--- src/verilog/oc_chan_cfg.svh ---
// register map, field positions and reset values of the compare channel
// assumes a 32-bit apb data path with word aligned registers
`ifndef OC_CHAN_CFG_SVH
`define OC_CHAN_CFG_SVH

`define OC_ADDR_W 12
`define OC_CTRL_OFS 12'h000
`define OC_PRIMARY_OFS 12'h004
`define OC_DUTY_OFS 12'h008

`define OC_IDLE_STOP_BIT 13
`define OC_FAULT_BIT 4
`define OC_TSEL_BIT 3
`define OC_MODE_MSB 2
`define OC_MODE_LSB 0

`define OC_CTRL_RST 1'b0
`define OC_CMP_RST 16'h0000
`define OC_RDATA_RST 32'h0000_0000

`endif

--- src/verilog/oc_chan_pkg.sv ---
// types shared by the compare channel modules
// assumes nothing beyond a systemverilog compiler
package oc_chan_pkg;

  typedef enum logic [2:0] {
    MODE_OFF = 3'h0,
    MODE_SET_HIGH = 3'h1,
    MODE_FORCE_LOW = 3'h2,
    MODE_TOGGLE = 3'h3,
    MODE_ONE_PULSE = 3'h4,
    MODE_PULSES = 3'h5,
    MODE_PWM = 3'h6,
    MODE_PWM_FAULT = 3'h7
  } mode_t;

  typedef enum logic [2:0] {
    PS_WAIT = 3'b001,
    PS_HIGH = 3'b010,
    PS_DONE = 3'b100
  } pulse_state_t;

endpackage

--- src/verilog/timebase_select.sv ---
// picks one of two shared timers and forms the three compare matches
// assumes both timers count up and wrap on their own period match
`timescale 1ns/1ns
`default_nettype none

module timebase_select #(
  parameter int CNT_W = 16
) (
  input wire logic sel_b,
  input wire logic [CNT_W-1:0] count_a,
  input wire logic [CNT_W-1:0] period_a,
  input wire logic [CNT_W-1:0] count_b,
  input wire logic [CNT_W-1:0] period_b,
  input wire logic [CNT_W-1:0] primary,
  input wire logic [CNT_W-1:0] secondary,
  output logic [CNT_W-1:0] count,
  output logic [CNT_W-1:0] period,
  output logic period_match,
  output logic primary_match,
  output logic secondary_match
);

  assign count = sel_b ? count_b : count_a;
  assign period = sel_b ? period_b : period_a;
  assign period_match = (count == period);
  assign primary_match = (count == primary);
  assign secondary_match = (count == secondary);

endmodule

`default_nettype wire

--- src/verilog/duty_shadow.sv ---
// active compare value: written by software, or reloaded from the duty buffer
// load and software write are both qualified here by the ce input, load winning over a write
`timescale 1ns/1ns
`default_nettype none

module duty_shadow #(
  parameter int CNT_W = 16
) (
  input wire logic pclk,
  input wire logic presetn,
  input wire logic ce,
  input wire logic pwm_mode,
  input wire logic load,
  input wire logic sw_we,
  input wire logic [CNT_W-1:0] sw_data,
  input wire logic [CNT_W-1:0] duty,
  output logic [CNT_W-1:0] active_ff
);

  always_ff @(posedge pclk or negedge presetn) begin
    if (!presetn) begin
      active_ff <= '0;
    end else if (ce) begin
      if (load) begin
        active_ff <= duty;
      end else if (sw_we && !pwm_mode) begin
        active_ff <= sw_data;
      end
    end
  end

endmodule

`default_nettype wire

--- src/verilog/output_compare_pwm_channel.sv ---
// output compare / pwm channel with apb register access
// assumes two shared up-counting timers and a fault pin shared with a sibling channel
//
// Behaviour
// - pwm period is timer period value plus one count cycles
// - duty buffer copies into primary compare only at timer period match
// - primary compare is read-only while a pwm mode is selected
// - pwm with active duty zero keeps output low whole period
// - pwm with active duty above period keeps output high always
// - pwm with duty equal to period gives one low count per period
// - idle stop bit one halts channel during cpu idle
// - fault flag reads one after pwm fault, cleared by hardware only
// - timebase select one picks timer b, zero picks timer a
// - mode 111 is pwm with fault, 110 pwm without fault
// - mode 101 starts low then pulses on every match pair
// - mode 100 starts low then gives exactly one pulse
// - mode 011 toggles output on each compare match
// - mode 010 starts high, compare match forces low
// - mode 001 starts low, compare match forces high
// - mode 000 disables channel, output unaffected by compares
// - one shared fault input serves first and second channels
// - control bits 15-14 and 12-5 read as zero
// - single pulse mode holds output low after trailing edge
// - continuous pulse mode flags event on each secondary match that ends a pulse
`timescale 1ns/1ns
`default_nettype none
`include "oc_chan_cfg.svh"

module output_compare_pwm_channel #(
  parameter int CNT_W = 16
) (
  input wire logic pclk,
  input wire logic presetn,
  input wire logic ce,
  input wire logic psel,
  input wire logic penable,
  input wire logic pwrite,
  input wire logic [`OC_ADDR_W-1:0] paddr,
  input wire logic [31:0] pwdata,
  output logic [31:0] prdata,
  output logic pready,
  output logic pslverr,
  input wire logic [CNT_W-1:0] timebase_a_count,
  input wire logic [CNT_W-1:0] timebase_a_period,
  input wire logic [CNT_W-1:0] timebase_b_count,
  input wire logic [CNT_W-1:0] timebase_b_period,
  input wire logic cpu_idle,
  input wire logic shared_fault_input_n,
  output logic compare_output_pin,
  output logic compare_irq_flag
);
  import oc_chan_pkg::*;

  generate
    if (CNT_W < 2 || CNT_W > 16) begin : bad_cnt_w
      $error("CNT_W must lie between 2 and 16");
    end
  endgenerate

  logic idle_stop_ff;
  logic tsel_ff;
  logic fault_flag_ff;
  mode_t mode_ff;
  pulse_state_t ps_ff;
  pulse_state_t nxt_ps;
  logic [CNT_W-1:0] duty_ff;
  logic [CNT_W-1:0] active_ff;
  logic [31:0] prdata_ff;
  logic pready_ff;
  logic pslverr_ff;
  logic pin_ff;
  logic irq_ff;
  logic nxt_irq;
  logic [CNT_W-1:0] count;
  logic [CNT_W-1:0] period;
  logic period_match;
  logic pri_match;
  logic sec_match;
  logic setup;
  logic wr_en;
  logic hit_ctrl;
  logic hit_pri;
  logic hit_duty;
  logic mode_wr;
  logic pri_wr;
  logic run;
  logic pwm_mode;
  logic fault_now;
  logic [15:0] ctrl_rd;

  assign prdata = prdata_ff;
  assign pready = pready_ff;
  assign pslverr = pslverr_ff;
  assign compare_output_pin = pin_ff;
  assign compare_irq_flag = irq_ff;

  // apb decode; a write lands only on the completing access edge
  assign setup = psel && !penable;
  assign wr_en = psel && penable && pready_ff && pwrite && !pslverr_ff;
  assign hit_ctrl = (paddr == `OC_CTRL_OFS);
  assign hit_pri = (paddr == `OC_PRIMARY_OFS);
  assign hit_duty = (paddr == `OC_DUTY_OFS);
  assign mode_wr = wr_en && hit_ctrl;
  assign pri_wr = wr_en && hit_pri;

  // frozen while idle stop is set and the cpu idles
  assign run = ce && !(idle_stop_ff && cpu_idle);
  assign pwm_mode = (mode_ff == MODE_PWM) || (mode_ff == MODE_PWM_FAULT);
  // the pin is shared with the sibling channel; only mode 111 listens
  assign fault_now = (mode_ff == MODE_PWM_FAULT) && !shared_fault_input_n;

  timebase_select #(
    .CNT_W(CNT_W)
  ) u_tb (
    .sel_b(tsel_ff),
    .count_a(timebase_a_count),
    .period_a(timebase_a_period),
    .count_b(timebase_b_count),
    .period_b(timebase_b_period),
    .primary(active_ff),
    .secondary(duty_ff),
    .count(count),
    .period(period),
    .period_match(period_match),
    .primary_match(pri_match),
    .secondary_match(sec_match)
  );

  duty_shadow #(
    .CNT_W(CNT_W)
  ) u_shadow (
    .pclk(pclk),
    .presetn(presetn),
    .ce(ce),
    .pwm_mode(pwm_mode),
    .load(run && pwm_mode && period_match && !mode_wr),
    .sw_we(pri_wr),
    .sw_data(pwdata[CNT_W-1:0]),
    .duty(duty_ff),
    .active_ff(active_ff)
  );

  always_comb begin
    ctrl_rd = '0;
    ctrl_rd[`OC_IDLE_STOP_BIT] = idle_stop_ff;
    ctrl_rd[`OC_FAULT_BIT] = fault_flag_ff;
    ctrl_rd[`OC_TSEL_BIT] = tsel_ff;
    ctrl_rd[`OC_MODE_MSB:`OC_MODE_LSB] = mode_ff;
  end

  // bus answer: read data, error and ready all register at the end of setup and show in access
  always_ff @(posedge pclk or negedge presetn) begin
    if (!presetn) begin
      prdata_ff <= `OC_RDATA_RST;
      pready_ff <= 1'b0;
      pslverr_ff <= 1'b0;
    end else if (ce) begin
      pready_ff <= setup;
      pslverr_ff <= setup && !(hit_ctrl || hit_pri || hit_duty);
      if (setup && !pwrite) begin
        if (hit_ctrl) begin
          prdata_ff <= {16'h0000, ctrl_rd};
        end else if (hit_pri) begin
          prdata_ff <= {{(32-CNT_W){1'b0}}, active_ff};
        end else if (hit_duty) begin
          prdata_ff <= {{(32-CNT_W){1'b0}}, duty_ff};
        end else begin
          prdata_ff <= `OC_RDATA_RST;
        end
      end
    end
  end

  always_ff @(posedge pclk or negedge presetn) begin
    if (!presetn) begin
      idle_stop_ff <= `OC_CTRL_RST;
      tsel_ff <= `OC_CTRL_RST;
      mode_ff <= MODE_OFF;
    end else if (ce && mode_wr) begin
      idle_stop_ff <= pwdata[`OC_IDLE_STOP_BIT];
      tsel_ff <= pwdata[`OC_TSEL_BIT];
      mode_ff <= mode_t'(pwdata[`OC_MODE_MSB:`OC_MODE_LSB]);
    end
  end

  // duty buffer accepts software writes in every mode
  always_ff @(posedge pclk or negedge presetn) begin
    if (!presetn) begin
      duty_ff <= CNT_W'(`OC_CMP_RST);
    end else if (ce && wr_en && hit_duty) begin
      duty_ff <= pwdata[CNT_W-1:0];
    end
  end

  // set wins over the hardware clear done by a mode rewrite
  always_ff @(posedge pclk or negedge presetn) begin
    if (!presetn) begin
      fault_flag_ff <= `OC_CTRL_RST;
    end else if (ce) begin
      if (run && fault_now) begin
        fault_flag_ff <= 1'b1;
      end else if (mode_wr) begin
        fault_flag_ff <= 1'b0;
      end
    end
  end

  always_comb begin
    nxt_ps = ps_ff;
    case (ps_ff)
      PS_WAIT: begin
        if (pri_match) begin
          nxt_ps = PS_HIGH;
        end
      end
      PS_HIGH: begin
        if (sec_match) begin
          nxt_ps = (mode_ff == MODE_PULSES) ? PS_WAIT : PS_DONE;
        end
      end
      PS_DONE: nxt_ps = PS_DONE;
      default: nxt_ps = PS_WAIT;
    endcase
  end

  always_ff @(posedge pclk or negedge presetn) begin
    if (!presetn) begin
      ps_ff <= PS_WAIT;
    end else if (ce) begin
      if (mode_wr) begin
        ps_ff <= PS_WAIT;
      end else if (run && (mode_ff == MODE_ONE_PULSE || mode_ff == MODE_PULSES)) begin
        ps_ff <= nxt_ps;
      end
    end
  end

  // pwm output is one clock behind the count it was judged on
  always_ff @(posedge pclk or negedge presetn) begin
    if (!presetn) begin
      pin_ff <= 1'b0;
    end else if (ce) begin
      if (mode_wr) begin
        pin_ff <= (pwdata[`OC_MODE_MSB:`OC_MODE_LSB] == MODE_FORCE_LOW);
      end else if (run) begin
        case (mode_ff)
          MODE_OFF: pin_ff <= pin_ff;
          MODE_SET_HIGH: begin
            if (pri_match) begin
              pin_ff <= 1'b1;
            end
          end
          MODE_FORCE_LOW: begin
            if (pri_match) begin
              pin_ff <= 1'b0;
            end
          end
          MODE_TOGGLE: begin
            if (pri_match) begin
              pin_ff <= !pin_ff;
            end
          end
          MODE_ONE_PULSE, MODE_PULSES: begin
            if (ps_ff == PS_WAIT && pri_match) begin
              pin_ff <= 1'b1;
            end else if (ps_ff != PS_WAIT && nxt_ps != PS_HIGH) begin
              pin_ff <= 1'b0;
            end
          end
          MODE_PWM, MODE_PWM_FAULT: begin
            if (fault_now || fault_flag_ff) begin
              pin_ff <= 1'b0;
            end else begin
              // count runs 0..period, so period+1 slots per cycle
              pin_ff <= (count < active_ff);
            end
          end
          default: pin_ff <= pin_ff;
        endcase
      end
    end
  end

  always_comb begin
    nxt_irq = 1'b0;
    if (run && !mode_wr) begin
      case (mode_ff)
        MODE_OFF: nxt_irq = 1'b0;
        MODE_SET_HIGH, MODE_FORCE_LOW, MODE_TOGGLE: nxt_irq = pri_match;
        MODE_ONE_PULSE, MODE_PULSES: nxt_irq = (ps_ff == PS_HIGH) && sec_match;
        MODE_PWM, MODE_PWM_FAULT: nxt_irq = period_match || (fault_now && !fault_flag_ff);
        default: nxt_irq = 1'b0;
      endcase
    end
  end

  always_ff @(posedge pclk or negedge presetn) begin
    if (!presetn) begin
      irq_ff <= 1'b0;
    end else if (ce) begin
      irq_ff <= nxt_irq;
    end
  end

  logic steady;
  assign steady = run && !mode_wr;
endmodule

`default_nettype wire

--- config.mk ---
export PLATFORM = sky130hd
export DESIGN_NAME = output_compare_pwm_channel
export DESIGN_NICKNAME = d
export VERILOG_FILES = /design/src/verilog/oc_chan_pkg.sv /design/src/verilog/timebase_select.sv /design/src/verilog/duty_shadow.sv /design/src/verilog/output_compare_pwm_channel.sv
export VERILOG_INCLUDE_DIRS = /design/src /design/src/verilog
export SDC_FILE = /design/constraint.sdc
export NUM_CORES = 1
export LEC_CHECK = 0
export ABC_AREA = 1
export BUFFER_PORTS_ARGS = -buffer_cell sky130_fd_sc_hd__buf_4
export CORE_MARGIN = 1.5
export CORE_UTILIZATION = 49
export CTS_CLUSTER_DIAMETER = 50
export CTS_CLUSTER_SIZE = 28
export DETAILED_ROUTE_END_ITERATION = 12
export PLACE_DENSITY = 0.77
export SYNTH_ARGS = -nofsm -noshare
export SYNTH_HDL_FRONTEND = slang
export SYNTH_HIERARCHICAL = 1
export SYNTH_SLANG_ARGS = --single-unit
--- constraint.sdc ---
create_clock -name pclk -period 2.5 [get_ports pclk]
set_input_delay 0.25 -clock pclk [delete_from_list [all_inputs] [get_ports pclk]]
set_output_delay 0.25 -clock pclk [all_outputs]
set_load 0.01 [all_outputs]
==> results of run 1 <==
## metal layers
metal / up-vias / GRT usage
li1: 2983 / -
met1: 2523 / 0.367
met2: 182 / 0.381
met3: 19 / 0.0227
met4: 0 / 0.0865
met5: - / 0
## final cells by class
cell class              instances  area (um2)  share of cell area
flip-flops and latches         61        1530               0.219
inverters                     133         512              0.0734
multi-input cells             678        3310               0.474
repair buffers                154        1240               0.178
well taps                     140         175              0.0251
clock inverters                 4        45.0             0.00646
clock buffers                  12         165              0.0237
## worst paths after layout
kind / startpoint / endpoint / slack [ns] / cells after the start
max: tsel_ff / compare_output_pin / 0.15 / 19
min: pwdata[10] / duty_ff[10] / 0.14 / 2
max reg2reg: tsel_ff / compare_output_pin / 0.15 / 19
min reg2reg: prdata[2] / prdata[2] / 0.48 / 2
max in group asynchronous: presetn / tsel_ff / 1.40 / 2
min in group asynchronous: presetn / prdata[2] / 0.50 / 2
## timing repair
action / in CTS / in global routing
gates resized for setup: 0 / 45
endpoints found under the hold margin: 18 / 0
buffers inserted: 0 / 7
hold buffers: 1 / 0
setup endpoints to repair: 0 / 20
## cell families after synthesis
kind of cell             count (synthesis)  synth area share
buffers and inverters                  174             0.152
flip-flops                              61             0.279
multiplexers                            14            0.0329
AND/OR/NAND/NOR                        556             0.421
AO/OA/AOI/OAI                           75            0.0776
other                                    1          0.000684
XOR/XNOR                                 2           0.00320
adder cells (fa/ha/maj)                 15            0.0342
## flip-flops by register name, summed over array words and instances, names as in the netlist, 3 cells and up
name	flops
duty_ff	16
prdata	16
u_shadow/active_ff	16
mode_ff	3
ps_ff	3
## synth_stat cells, drive strengths merged, types with 4 or more instances
master,number,area [um2]
nand2,449,1780
inv,132,508
dfrtp,60,1500
o21ai,57,315
nand3,47,248
nor2,41,154
buf,34,290
ha,15,188
mux2,14,180
a21oi,11,55.1
clkbuf,7,30.0
nor3,7,35.0
nand4,4,25.0
## power breakdown
group | switching [uW] | leakage [uW] | internal (uW)
sequential | 8.17 | 0.000806 | 998
clock | 401 | 0.000112 | 537
combinational | 235 | 0.00302 | 211
## metrics by stage
stage / setup TNS, ns / total power (uW) / cells
after floorplan: 0 / 1250 / 913
after global placement: 0 / 1450 / 1158
after detailed placement: 0 / 1450 / 1158
after CTS: 0 / 2390 / 1175
after global routing: -0.0350 / 2500 / 1182
final: 0 / 2390 / 1182
==> run summary, run 1 <==
The path class of the tightest hold or removal check is input port to register. The aggregate global-route resource usage came out at 0.249. The number of levels the H-tree was split into came out at 3. After legalization and detailed placement, the total HPWL measured approximately 11 mm.

The top cell types in the final layout, fill and taps aside, are 412 x sky130_fd_sc_hd__nand2_1, 144 x sky130_fd_sc_hd__buf_4, 126 x sky130_fd_sc_hd__inv_1. The remaining antenna violation count after routing is 0. The number of standard-cell rows in the floorplan is 38. The utilization of the core after routing is 0.641. The pin count of the biggest net entering global routing came out at 62.

The number of fill cells in the layout is approximately 1000. The worst setup path is launched from a register. The layout overhead on the synthesized area came out at 27.2%.

Clock-pin slew was measured on the worst setup and hold paths at approximately 0.07 ns. The total die area is ~0.012 mm2. The maximum fanout count along the critical path is 7. In this design, the stage delay of the slowest critical-path cell is 0.45 ns. The smallest clock period supported by the final layout is computed as approximately 2.4 ns. The detailed router used layers up to and including met4. The final standard cell area without fillers is 0.00698 mm2.

The number of clock sinks seen by CTS is slightly above 60. The wire length the detailed router placed on met1 came out at 7.08 mm. The average via count per standard cell is around 4.8. The final antenna diode count came out at 0. The actual slew at the worst max-slew pin is between 0.7 and 0.8 ns.

The count of flip-flops with a built-in enable after synthesis came out at 0. The share of the cycle needed by the critical path after routing came out at 0.942. The average wire length per cell after detail routing came out at approximately 12 um. The congestion estimate from routability-driven global placement came to 0.861.

The first detailed-routing pass took 5 iterations. The post-route worst setup slack is approximately 0.15 ns. The cell area that synthesis handed to floorplanning was 0.00548 mm2. The pre-CTS setup slack came out at 0.0497 ns.

The critical path goes through clkinv_4, buf_12, buf_6, nand2_2, o21ai_4, buf_4, nand2_1, nand2_1, nand2_2, nor2_4, nand2_2, nor2_4, buf_4, o21ai_2, nor2_1, o21ai_1, nand2_1, o21a_1, a21oi_2. The cell family with the largest share of critical-path delay is buffers and inverters. The final route contains between 5000 and 6000 vias. The wire length of the first global-routing pass came out at 23.3 mm. The final hold violation count came out at 0. The total buffers and inverters traversed by the critical path is 5. The standard cell core area is about 0.011 mm2.

The share of the yosys chip area belonging to registers came out at 0.279. The number of different library cells used by synthesis comes to 43. The number of buffers on the longest clock path came out at 2. The flow ran to the end, and the final reports show no timing, DRC or antenna violations. The die boundary height came out at 109 um.

The total DRC errors in the routed layout came out at 0. The post-synthesis cell count came out at 898. The total wire length came out at about 14 mm. The kind of capture point of the worst setup path is a register. The CTS buffer count came out at 9. The kind of critical path is register to register. The count of warnings emitted by yosys is 6. The highest ir drop seen on vdd is ~280 uV.

The amount of wire on met2 after detailed routing came out at approximately 6.3 mm. The tree is rooted in a sky130_fd_sc_hd__clkbuf_8. The clock latency reported for the late side of the worst-skew pair is 0.36 ns. The number of max-cap violations came out at 0. around 150 I/O pins were placed. The length of routed met3 wiring came out at ~910 um. The max-slew violation total from the final report is 0. The worst slack on hold paths is 0.136 ns. The relative max-transition margin came out at 0.467.

The fraction of final layout cells with drive strength greater than 1 is 0.240. The count of nets after finishing came out at roughly 1200. The total of endpoints with negative setup slack in the final report is 0.

The share of async-settable or async-resettable flops after synthesis came out at 1.00. The width of the die came out at between 100 and 150 um. The TritonCTS clock tree is built. The total of flip-flops plus latches after synthesis is slightly above 60. The initial DRC count is around 530.

The final setup skew came out at 0.0106 ns. The initial utilization of the core area, before any placement, comes to 0.504. The required time at the worst-slack endpoint is between 2 and 3 ns.

The library cell used most frequently in the layout, excluding fill and tap cells, is sky130_fd_sc_hd__nand2_1. In this run the tool buffered the top-level ports with 119 buffer cells. The number of antenna violations at the first check in global routing was 0.

The maximum clock frequency came out at 425 MHz. The slowest stage of the critical path is the sky130_fd_sc_hd__dfrtp_2 cell. The most used flip-flop cell after synthesis is sky130_fd_sc_hd__dfrtp_1. After synthesis, the mean cell area works out to 6.11 um2. In this run the static leakage power is ~0.0039 uW. The number of global-route vias before repair is between 4000 and 5000. The power density of the placed cells came out at around 340 mW/mm2. The instance area at placement is between 0.006 and 0.007 mm2.

The total overflow left after global routing is 0. The worst path arrival time came out at about 2.6 ns.
Note: power is estimated with default switching activity, not from simulation.
==> run 2, diff against run 1 <==
- CORE_MARGIN: 1.5 -> 2
==> run 2 against run 1 <==
Sequential power is essentially flat. Highest routed layer unchanged. Critical path type unchanged. First-iteration DRC count grew 7.0%. Critical endpoint unchanged. Clock-buffer cell count shrank 3.
==> run summary, run 2 (synthesized netlist as in run 1, its figures left out) <==
The path with the worst hold slack has its endpoint at duty_ff[11]. The count of nets after finishing is ~1200. The number of levels the H-tree was split into came out at 3. The library cell used most frequently in the layout, excluding fill and tap cells, is sky130_fd_sc_hd__nand2_1.

The sequential cells in the finished layout cover a total of ~0.0015 mm2. Fill cells in the final layout number approximately 1000. For this run, the top clock speed supported by timing is ~410 MHz. The startpoint identified for the worst hold timing path is pwdata[11]. The layout overhead on the synthesized area came out at 29.7%. The initial utilization of the core area, before any placement, comes to 0.504. The TritonCTS clock tree is built. The die covers approximately 0.012 mm2. The max-slew violation total from the final report came out at 0. The leakage dissipation came out at between 0.004 and 0.005 uW. Measured against its own limit, the worst slew margin works out to 0.488. The number of standard-cell rows in the floorplan is 38. The final antenna diode count came out at 0. The final hold violation count is 0. The standard cell core area is approximately 0.011 mm2.

The average wire length per cell after detail routing is between 10 and 15 um. Setup repair after global routing could not meet its margin everywhere. The average via count per standard cell came out at approximately 4.9. The quantity of I/O buffers inserted on ports came out at roughly 120. From bottom edge to top edge, the die measures approximately 110 um.

The required time at the worst-slack endpoint came out at 2.78 ns. The first global-routing pass estimated ~23 mm of wire. The fraction of final layout cells with drive strength greater than 1 is 0.250. The worst hold path was traced through 2 stages. The clock edge transition at the registers on the reported setup and hold paths came out at 0.07 ns. The reg-to-reg critical path startpoint is tsel_ff. In this run the critical register-to-register path is captured at compare_output_pin.

The number of clock sinks seen by CTS is just over 60. Final hold analysis gives a worst-case slack of 0.136 ns. The total wire length is about 15 mm.

At the later pin of the worst-skew pair, clock insertion delay measures 0.35 ns. For this run the aggregate overflow at the end of global routing stands at 0. At the placement stage, the worst setup path has a slack of 0.0658 ns. In this run the count of I/O pins placed on the die edge is around 150. The total of endpoints with negative setup slack in the final report is 0. The actual slew at the worst max-slew pin came out at approximately 0.77 ns. In this run the worst hold path is classified as input port to register. The CTS buffer count came out at 9. The post-route worst setup slack came out at just under 0.07 ns.

The aggregate global-route resource usage is 0.239. The placed wire-length estimate is about 11 mm. In this run, the number of DRC markers left after iteration 0 of detailed routing was 564.

The worst register-to-register path has a depth of 13. The pin count of the biggest net entering global routing is between 60 and 70. The number of global-route vias before repair was 4777. In this run the worst path has a maximum fanout of 8. The run finished with clean final reports. The worst reg-to-reg setup slack is 0.07 ns. Max-cap violations in this run came to 0. Summing all multi-input logic gate instances after layout gives between 0.003 and 0.004 mm2. The time the worst path needs with I/O delays and setup came out at about 2.4 ns. The highest ir drop seen on vdd came out at ~390 uV. The tree is rooted in a sky130_fd_sc_hd__clkbuf_8. The instance area at placement is 0.00651 mm2. Before antenna repair, the detailed router went through 7 iterations. The library cells used most frequently in the layout, excluding fill and tap cells, are 409 x sky130_fd_sc_hd__nand2_1, 145 x sky130_fd_sc_hd__buf_4, 126 x sky130_fd_sc_hd__inv_1. STA classifies the critical path startpoint as a register.

The share of the cycle needed by the critical path after routing came out at 0.972. The number of antenna violations at the first check in global routing is 0. The final estimated routing congestion in global placement is around 0.85.

Data arrives at the worst endpoint at around 2.7 ns. The remaining antenna violation count after routing came out at 0. The final setup skew came out at a little over 0.007 ns. After detailed routing, the number of remaining DRC violations is 0. The kind of capture point of the worst setup path is a register. The final standard cell area without fillers came out at between 0.007 and 0.008 mm2. The worst setup path is of the register to register kind. The number of buffers on the longest clock path came out at 2. The total number of vias came out at between 5000 and 6000. The width of the die is ~110 um.

The power density of the placed cells is slightly above 300 mW/mm2.
[run 2: cell types whose count changed in the layout (fill, tap and decap cells not counted), moves of 2 or more]
cell / previous run / this run
sky130_fd_sc_hd__buf_6: 4 / 6
sky130_fd_sc_hd__clkbuf_8: 12 / 9
sky130_fd_sc_hd__nand2_2: 33 / 30
sky130_fd_sc_hd__clkbuf_16: 1 / 4
sky130_fd_sc_hd__nand2_4: 2 / 8
sky130_fd_sc_hd__nor2_2: 2 / 4
sky130_fd_sc_hd__nand2_1: 412 / 409
sky130_fd_sc_hd__clkinvlp_4: 0 / 3
sky130_fd_sc_hd__clkinv_2: 3 / 5
[run 2: cell type report]
class	count	share of cell area
Sequential cell	61	0.215
Clock buffer	9	0.0174
Timing Repair inverter	2	0.00158
Multi-Input combinational cell	679	0.474
Clock inverter	7	0.00598
Timing Repair Buffer	160	0.189
Inverter	133	0.0726
Tap cell	140	0.0246
[run 2: power breakdown]
part,internal (uW),leakage [uW],total [uW],switching [uW]
registers,998,0.000806,1010,8.41
logic,211,0.00312,451,240
clock network,351,0.0000808,755,404
[run 2: how the worst max path moves through the flow]
stage	from	to	slack (ns)	depth (start not counted)
detailed placement	tsel_ff	u_shadow/active_ff[15]	0.07	17
CTS	tsel_ff	compare_output_pin	0.01	17
global placement	tsel_ff	compare_output_pin	0.1	17
finish	tsel_ff	compare_output_pin	0.07	13
floorplan	tsel_ff	u_shadow/active_ff[0]	0.42	19
global route	tsel_ff	compare_output_pin	-0.10	16
[run 2: per-layer routing]
| metal | part of all wire | vias up | global-route usage |
|---|---|---|---|
| met2 | 0.45 | 236 | 0.358 |
| li1 | - | 3020 | - |
| met1 | 0.46 | 2593 | 0.354 |
| met3 | 0.080 | 19 | 0.0462 |
| met5 | 0 | - | 0 |
| met4 | 0.012 | 0 | 0.0579 |
[run 2: through the flow]
stage | instances | utilization | TNS (ns) | power [uW]
3_3_place_gp | 1155 | 0.598 | 0 | 1440
6_report | 1191 | 0.653 | 0 | 2210
2_1_floorplan | 913 | - | 0 | 1250
4_1_cts | 1172 | 0.614 | 0 | 2200
3_5_place_dp | 1155 | 0.598 | 0 | 1450
5_1_grt | 1191 | 0.653 | -0.373 | 2330
[run 2: worst max-delay path, stage by stage (launching register included)]
cell and delay, ns:
sky130_fd_sc_hd__dfrtp_2 0.48, sky130_fd_sc_hd__clkinv_4 0.17, sky130_fd_sc_hd__clkbuf_16 0.20, sky130_fd_sc_hd__nand2_4 0.06, sky130_fd_sc_hd__nand2_4 0.06, sky130_fd_sc_hd__buf_4 0.13, sky130_fd_sc_hd__ha_1 0.28, sky130_fd_sc_hd__a21oi_1 0.16
sky130_fd_sc_hd__o21ai_0 0.10, sky130_fd_sc_hd__a21oi_1 0.27, sky130_fd_sc_hd__nand4_1 0.16, sky130_fd_sc_hd__nand2_1 0.09, sky130_fd_sc_hd__nand2_1 0.06, sky130_fd_sc_hd__a21oi_2 0.13
[run 2: repair_timing]
item	CTS	global route
buffers inserted	0	12
setup endpoints to repair	0	20
hold buffers	1	0
hold endpoints to repair	10	0
resized for setup	0	58
==> run 3, diff against run 2 <==
- PLACE_DENSITY: 0.77 -> 0.8
- clock period: 2.5 -> 2.1 ns (I/O delays scaled with it)
==> run 3 against run 2 <==
The run now ends with negative setup slack left. Critical path depth up 1. Global-route usage up 0.68 points. Wire length up 3.5%. Worst hold slack worse by 0.032 ns. Via count up 2.5%. Power up 22%. Clock skew up 0.0022 ns. Sequential cell count unchanged. Register-to-register slack worse by 0.32 ns. Maximum frequency up 3.5%. Die area unchanged. Critical path type unchanged. Critical endpoint is now compare_irq_flag.
==> run summary, run 3 (synthesized netlist as in run 1, its figures left out) <==
The flow ran to the end, but the final reports show violations. The checks that failed: negative setup slack. The instance area at placement is approximately 0.0067 mm2. The worst setup path is launched from a register. The number of clock sinks seen by CTS came out at 61.

The first TritonRoute pass finished after 6 iterations. The total die area came out at between 0.01 and 0.015 mm2. The die boundary height came out at roughly 110 um.

The initial DRC count came out at between 800 and 900. The aggregate global-route resource usage is 0.246. The initial cell density of the core came out at 0.504. The actual slew at the worst max-slew pin is 0.783 ns. After detailed routing, the number of remaining DRC violations is 0.

Across all layers, the routed design uses about 6000 vias. After clock tree synthesis, the clock-pin slew on the worst setup and hold paths is approximately 0.080 ns. The final estimated routing congestion in global placement is around 0.85. The number of levels the H-tree was split into came out at 3. The utilization of the core after routing is 0.672. The final setup skew is approximately 0.0094 ns. The time the worst path needs with I/O delays and setup is around 2.3 ns.

The kind of critical path is register to register. The post-route worst setup slack is -0.247 ns. IR analysis of the VDD net gives a maximum drop of around 400 uV. The finished cells cover approximately 0.0073 mm2. After detailed routing, the number of vias per cell comes to ~5. The total wire length came out at between 15 and 20 mm. At the placement stage, the worst setup path has a slack of -0.306 ns.

The top cell types in the final layout, fill and taps aside, are 404 x sky130_fd_sc_hd__nand2_1, 162 x sky130_fd_sc_hd__buf_4, 126 x sky130_fd_sc_hd__inv_1. Of the available clock period, the critical path in the final layout requires 1.12. The max-slew violation total from the final report came out at 0. The count of nets after finishing came out at 1194. Setup repair after global routing could not meet its margin everywhere. From synthesis to final layout, the design area changed by 33.5%. The standard cell core area came out at 0.0109 mm2.

The total global routing overflow is 0. The analysis attributes to cell leakage a power of ~0.0041 uW. The fraction of final layout cells with drive strength greater than 1 came out at 0.275. Registers take 0.00153 mm2. The number of antenna violations at the first check in global routing came out at 0. The area of combinational cells with multiple inputs came out at roughly 0.0034 mm2. During I/O placement, the number of pins put on the boundary was 152. The total of endpoints with negative setup slack in the final report is 21. The final antenna diode count came out at 0. The worst path arrival time came out at roughly 2.6 ns. Max-cap violations in this run came to 0. The kind of capture point of the worst setup path is a register.

The quantity of I/O buffers inserted on ports came out at between 100 and 150. After filler insertion, the fill cell instance count of the layout stands at about 940. The CTS buffer count came out at 9. The library cell used most frequently in the layout, excluding fill and tap cells, is sky130_fd_sc_hd__nand2_1. TritonCTS built the clock tree. The clock latency reported for the late side of the worst-skew pair is about 0.35 ns. The critical path starts at tsel_ff.

Entering global routing, the biggest net connects 62 pins. The number of standard-cell rows in the floorplan is 38. The relative max-transition margin came out at 0.478. The number of global-route vias before repair came out at about 5000.

The required time at the worst-slack endpoint is approximately 2.4 ns. The maximum fanout count along the critical path is 7. Static timing analysis puts the maximum clock frequency at between 400 and 500 MHz. In this run the critical register-to-register path is launched from tsel_ff. The path class of the tightest hold or removal check is input port to register.

The number of buffers on the longest clock path came out at 2. Clock tree synthesis selected as its root buffer the cell sky130_fd_sc_hd__clkbuf_8. The power density of the placed cells is approximately 370 mW/mm2. The start point of the worst hold path is pwdata[10]. The wire length of the first global-routing pass is roughly 23 mm. The width of the die is between 100 and 150 um. The wire-length estimate of the detail-placed layout is 11.0 mm. The remaining antenna violation count after routing is 0.

The average wire length per cell after detail routing is ~13 um. The power consumption is between 2000 and 3000 uW. The final hold violation count was 0.
[run 3: layout make-up]
class                      count  area share
multi-input combinational    679       0.464
sequential                    61       0.209
timing repair buffer         177       0.206
inverter                     133      0.0716
tap                          140      0.0239
clock buffer                   9      0.0169
clock inverter                 7     0.00701
timing repair inverter         2     0.00205
[run 3: stage by stage]
step	instances	hold slack (ns)	TNS (ns)
6_report	1208	0.104	-4.30
5_1_grt	1208	0.102	-7.81
4_1_cts	1197	0.0954	-2.49
3_5_place_dp	1175	0.338	-4.67
3_3_place_gp	1175	0.335	-3.71
2_1_floorplan	913	-0.0856	0
[run 3: repair_timing]
action | in CTS | in global routing
hold buffers | 1 | 0
resized for setup | 25 | 41
cloned | 1 | 7
buffers inserted | 4 | 5
endpoints found under the hold margin | 60 | 0
pin swaps | 12 | 33
endpoints found under the setup margin | 20 | 21
[run 3: path summary, 6_finish.rpt]
kind                               endpoint  slack [ns]  cells past startpoint
max in group asynchronous           tsel_ff        1.07                      2
min in group asynchronous         prdata[2]        0.49                      2
setup reg to reg           compare_irq_flag       -0.25                     14
hold reg to reg                  prdata[15]        0.49                      2
hold / removal                  duty_ff[10]        0.10                      2
setup / recovery           compare_irq_flag       -0.25                     14
[run 3: routing by layer]
metal  vias up  GRT usage  share of wire
met5         -          0              0
li1       3053          -              -
met1      2651      0.364           0.45
met4         0     0.0651          0.018
met3        34     0.0344          0.082
met2       275      0.376           0.45
[run 3: critical path, cell delays in order, from the launching register on]
cell,delay (ns)
sky130_fd_sc_hd__dfrtp_2,0.49
sky130_fd_sc_hd__inv_8,0.09
sky130_fd_sc_hd__buf_4,0.14
sky130_fd_sc_hd__nand2_1,0.07
sky130_fd_sc_hd__nand2_2,0.09
sky130_fd_sc_hd__buf_4,0.15
sky130_fd_sc_hd__xnor2_1,0.13
sky130_fd_sc_hd__nand2_1,0.08
sky130_fd_sc_hd__nor2_2,0.09
sky130_fd_sc_hd__nand2_2,0.07
sky130_fd_sc_hd__nor2_4,0.14
sky130_fd_sc_hd__nand4_1,0.17
sky130_fd_sc_hd__a211oi_2,0.31
sky130_fd_sc_hd__nor2_1,0.10
sky130_fd_sc_hd__o21ai_1,0.14
[run 3: power by group]
part / internal [uW] / switching [uW]
Combinational: 273 / 298
Clock: 428 / 511
Sequential: 1190 / 10.1
Total: 1890 / 819
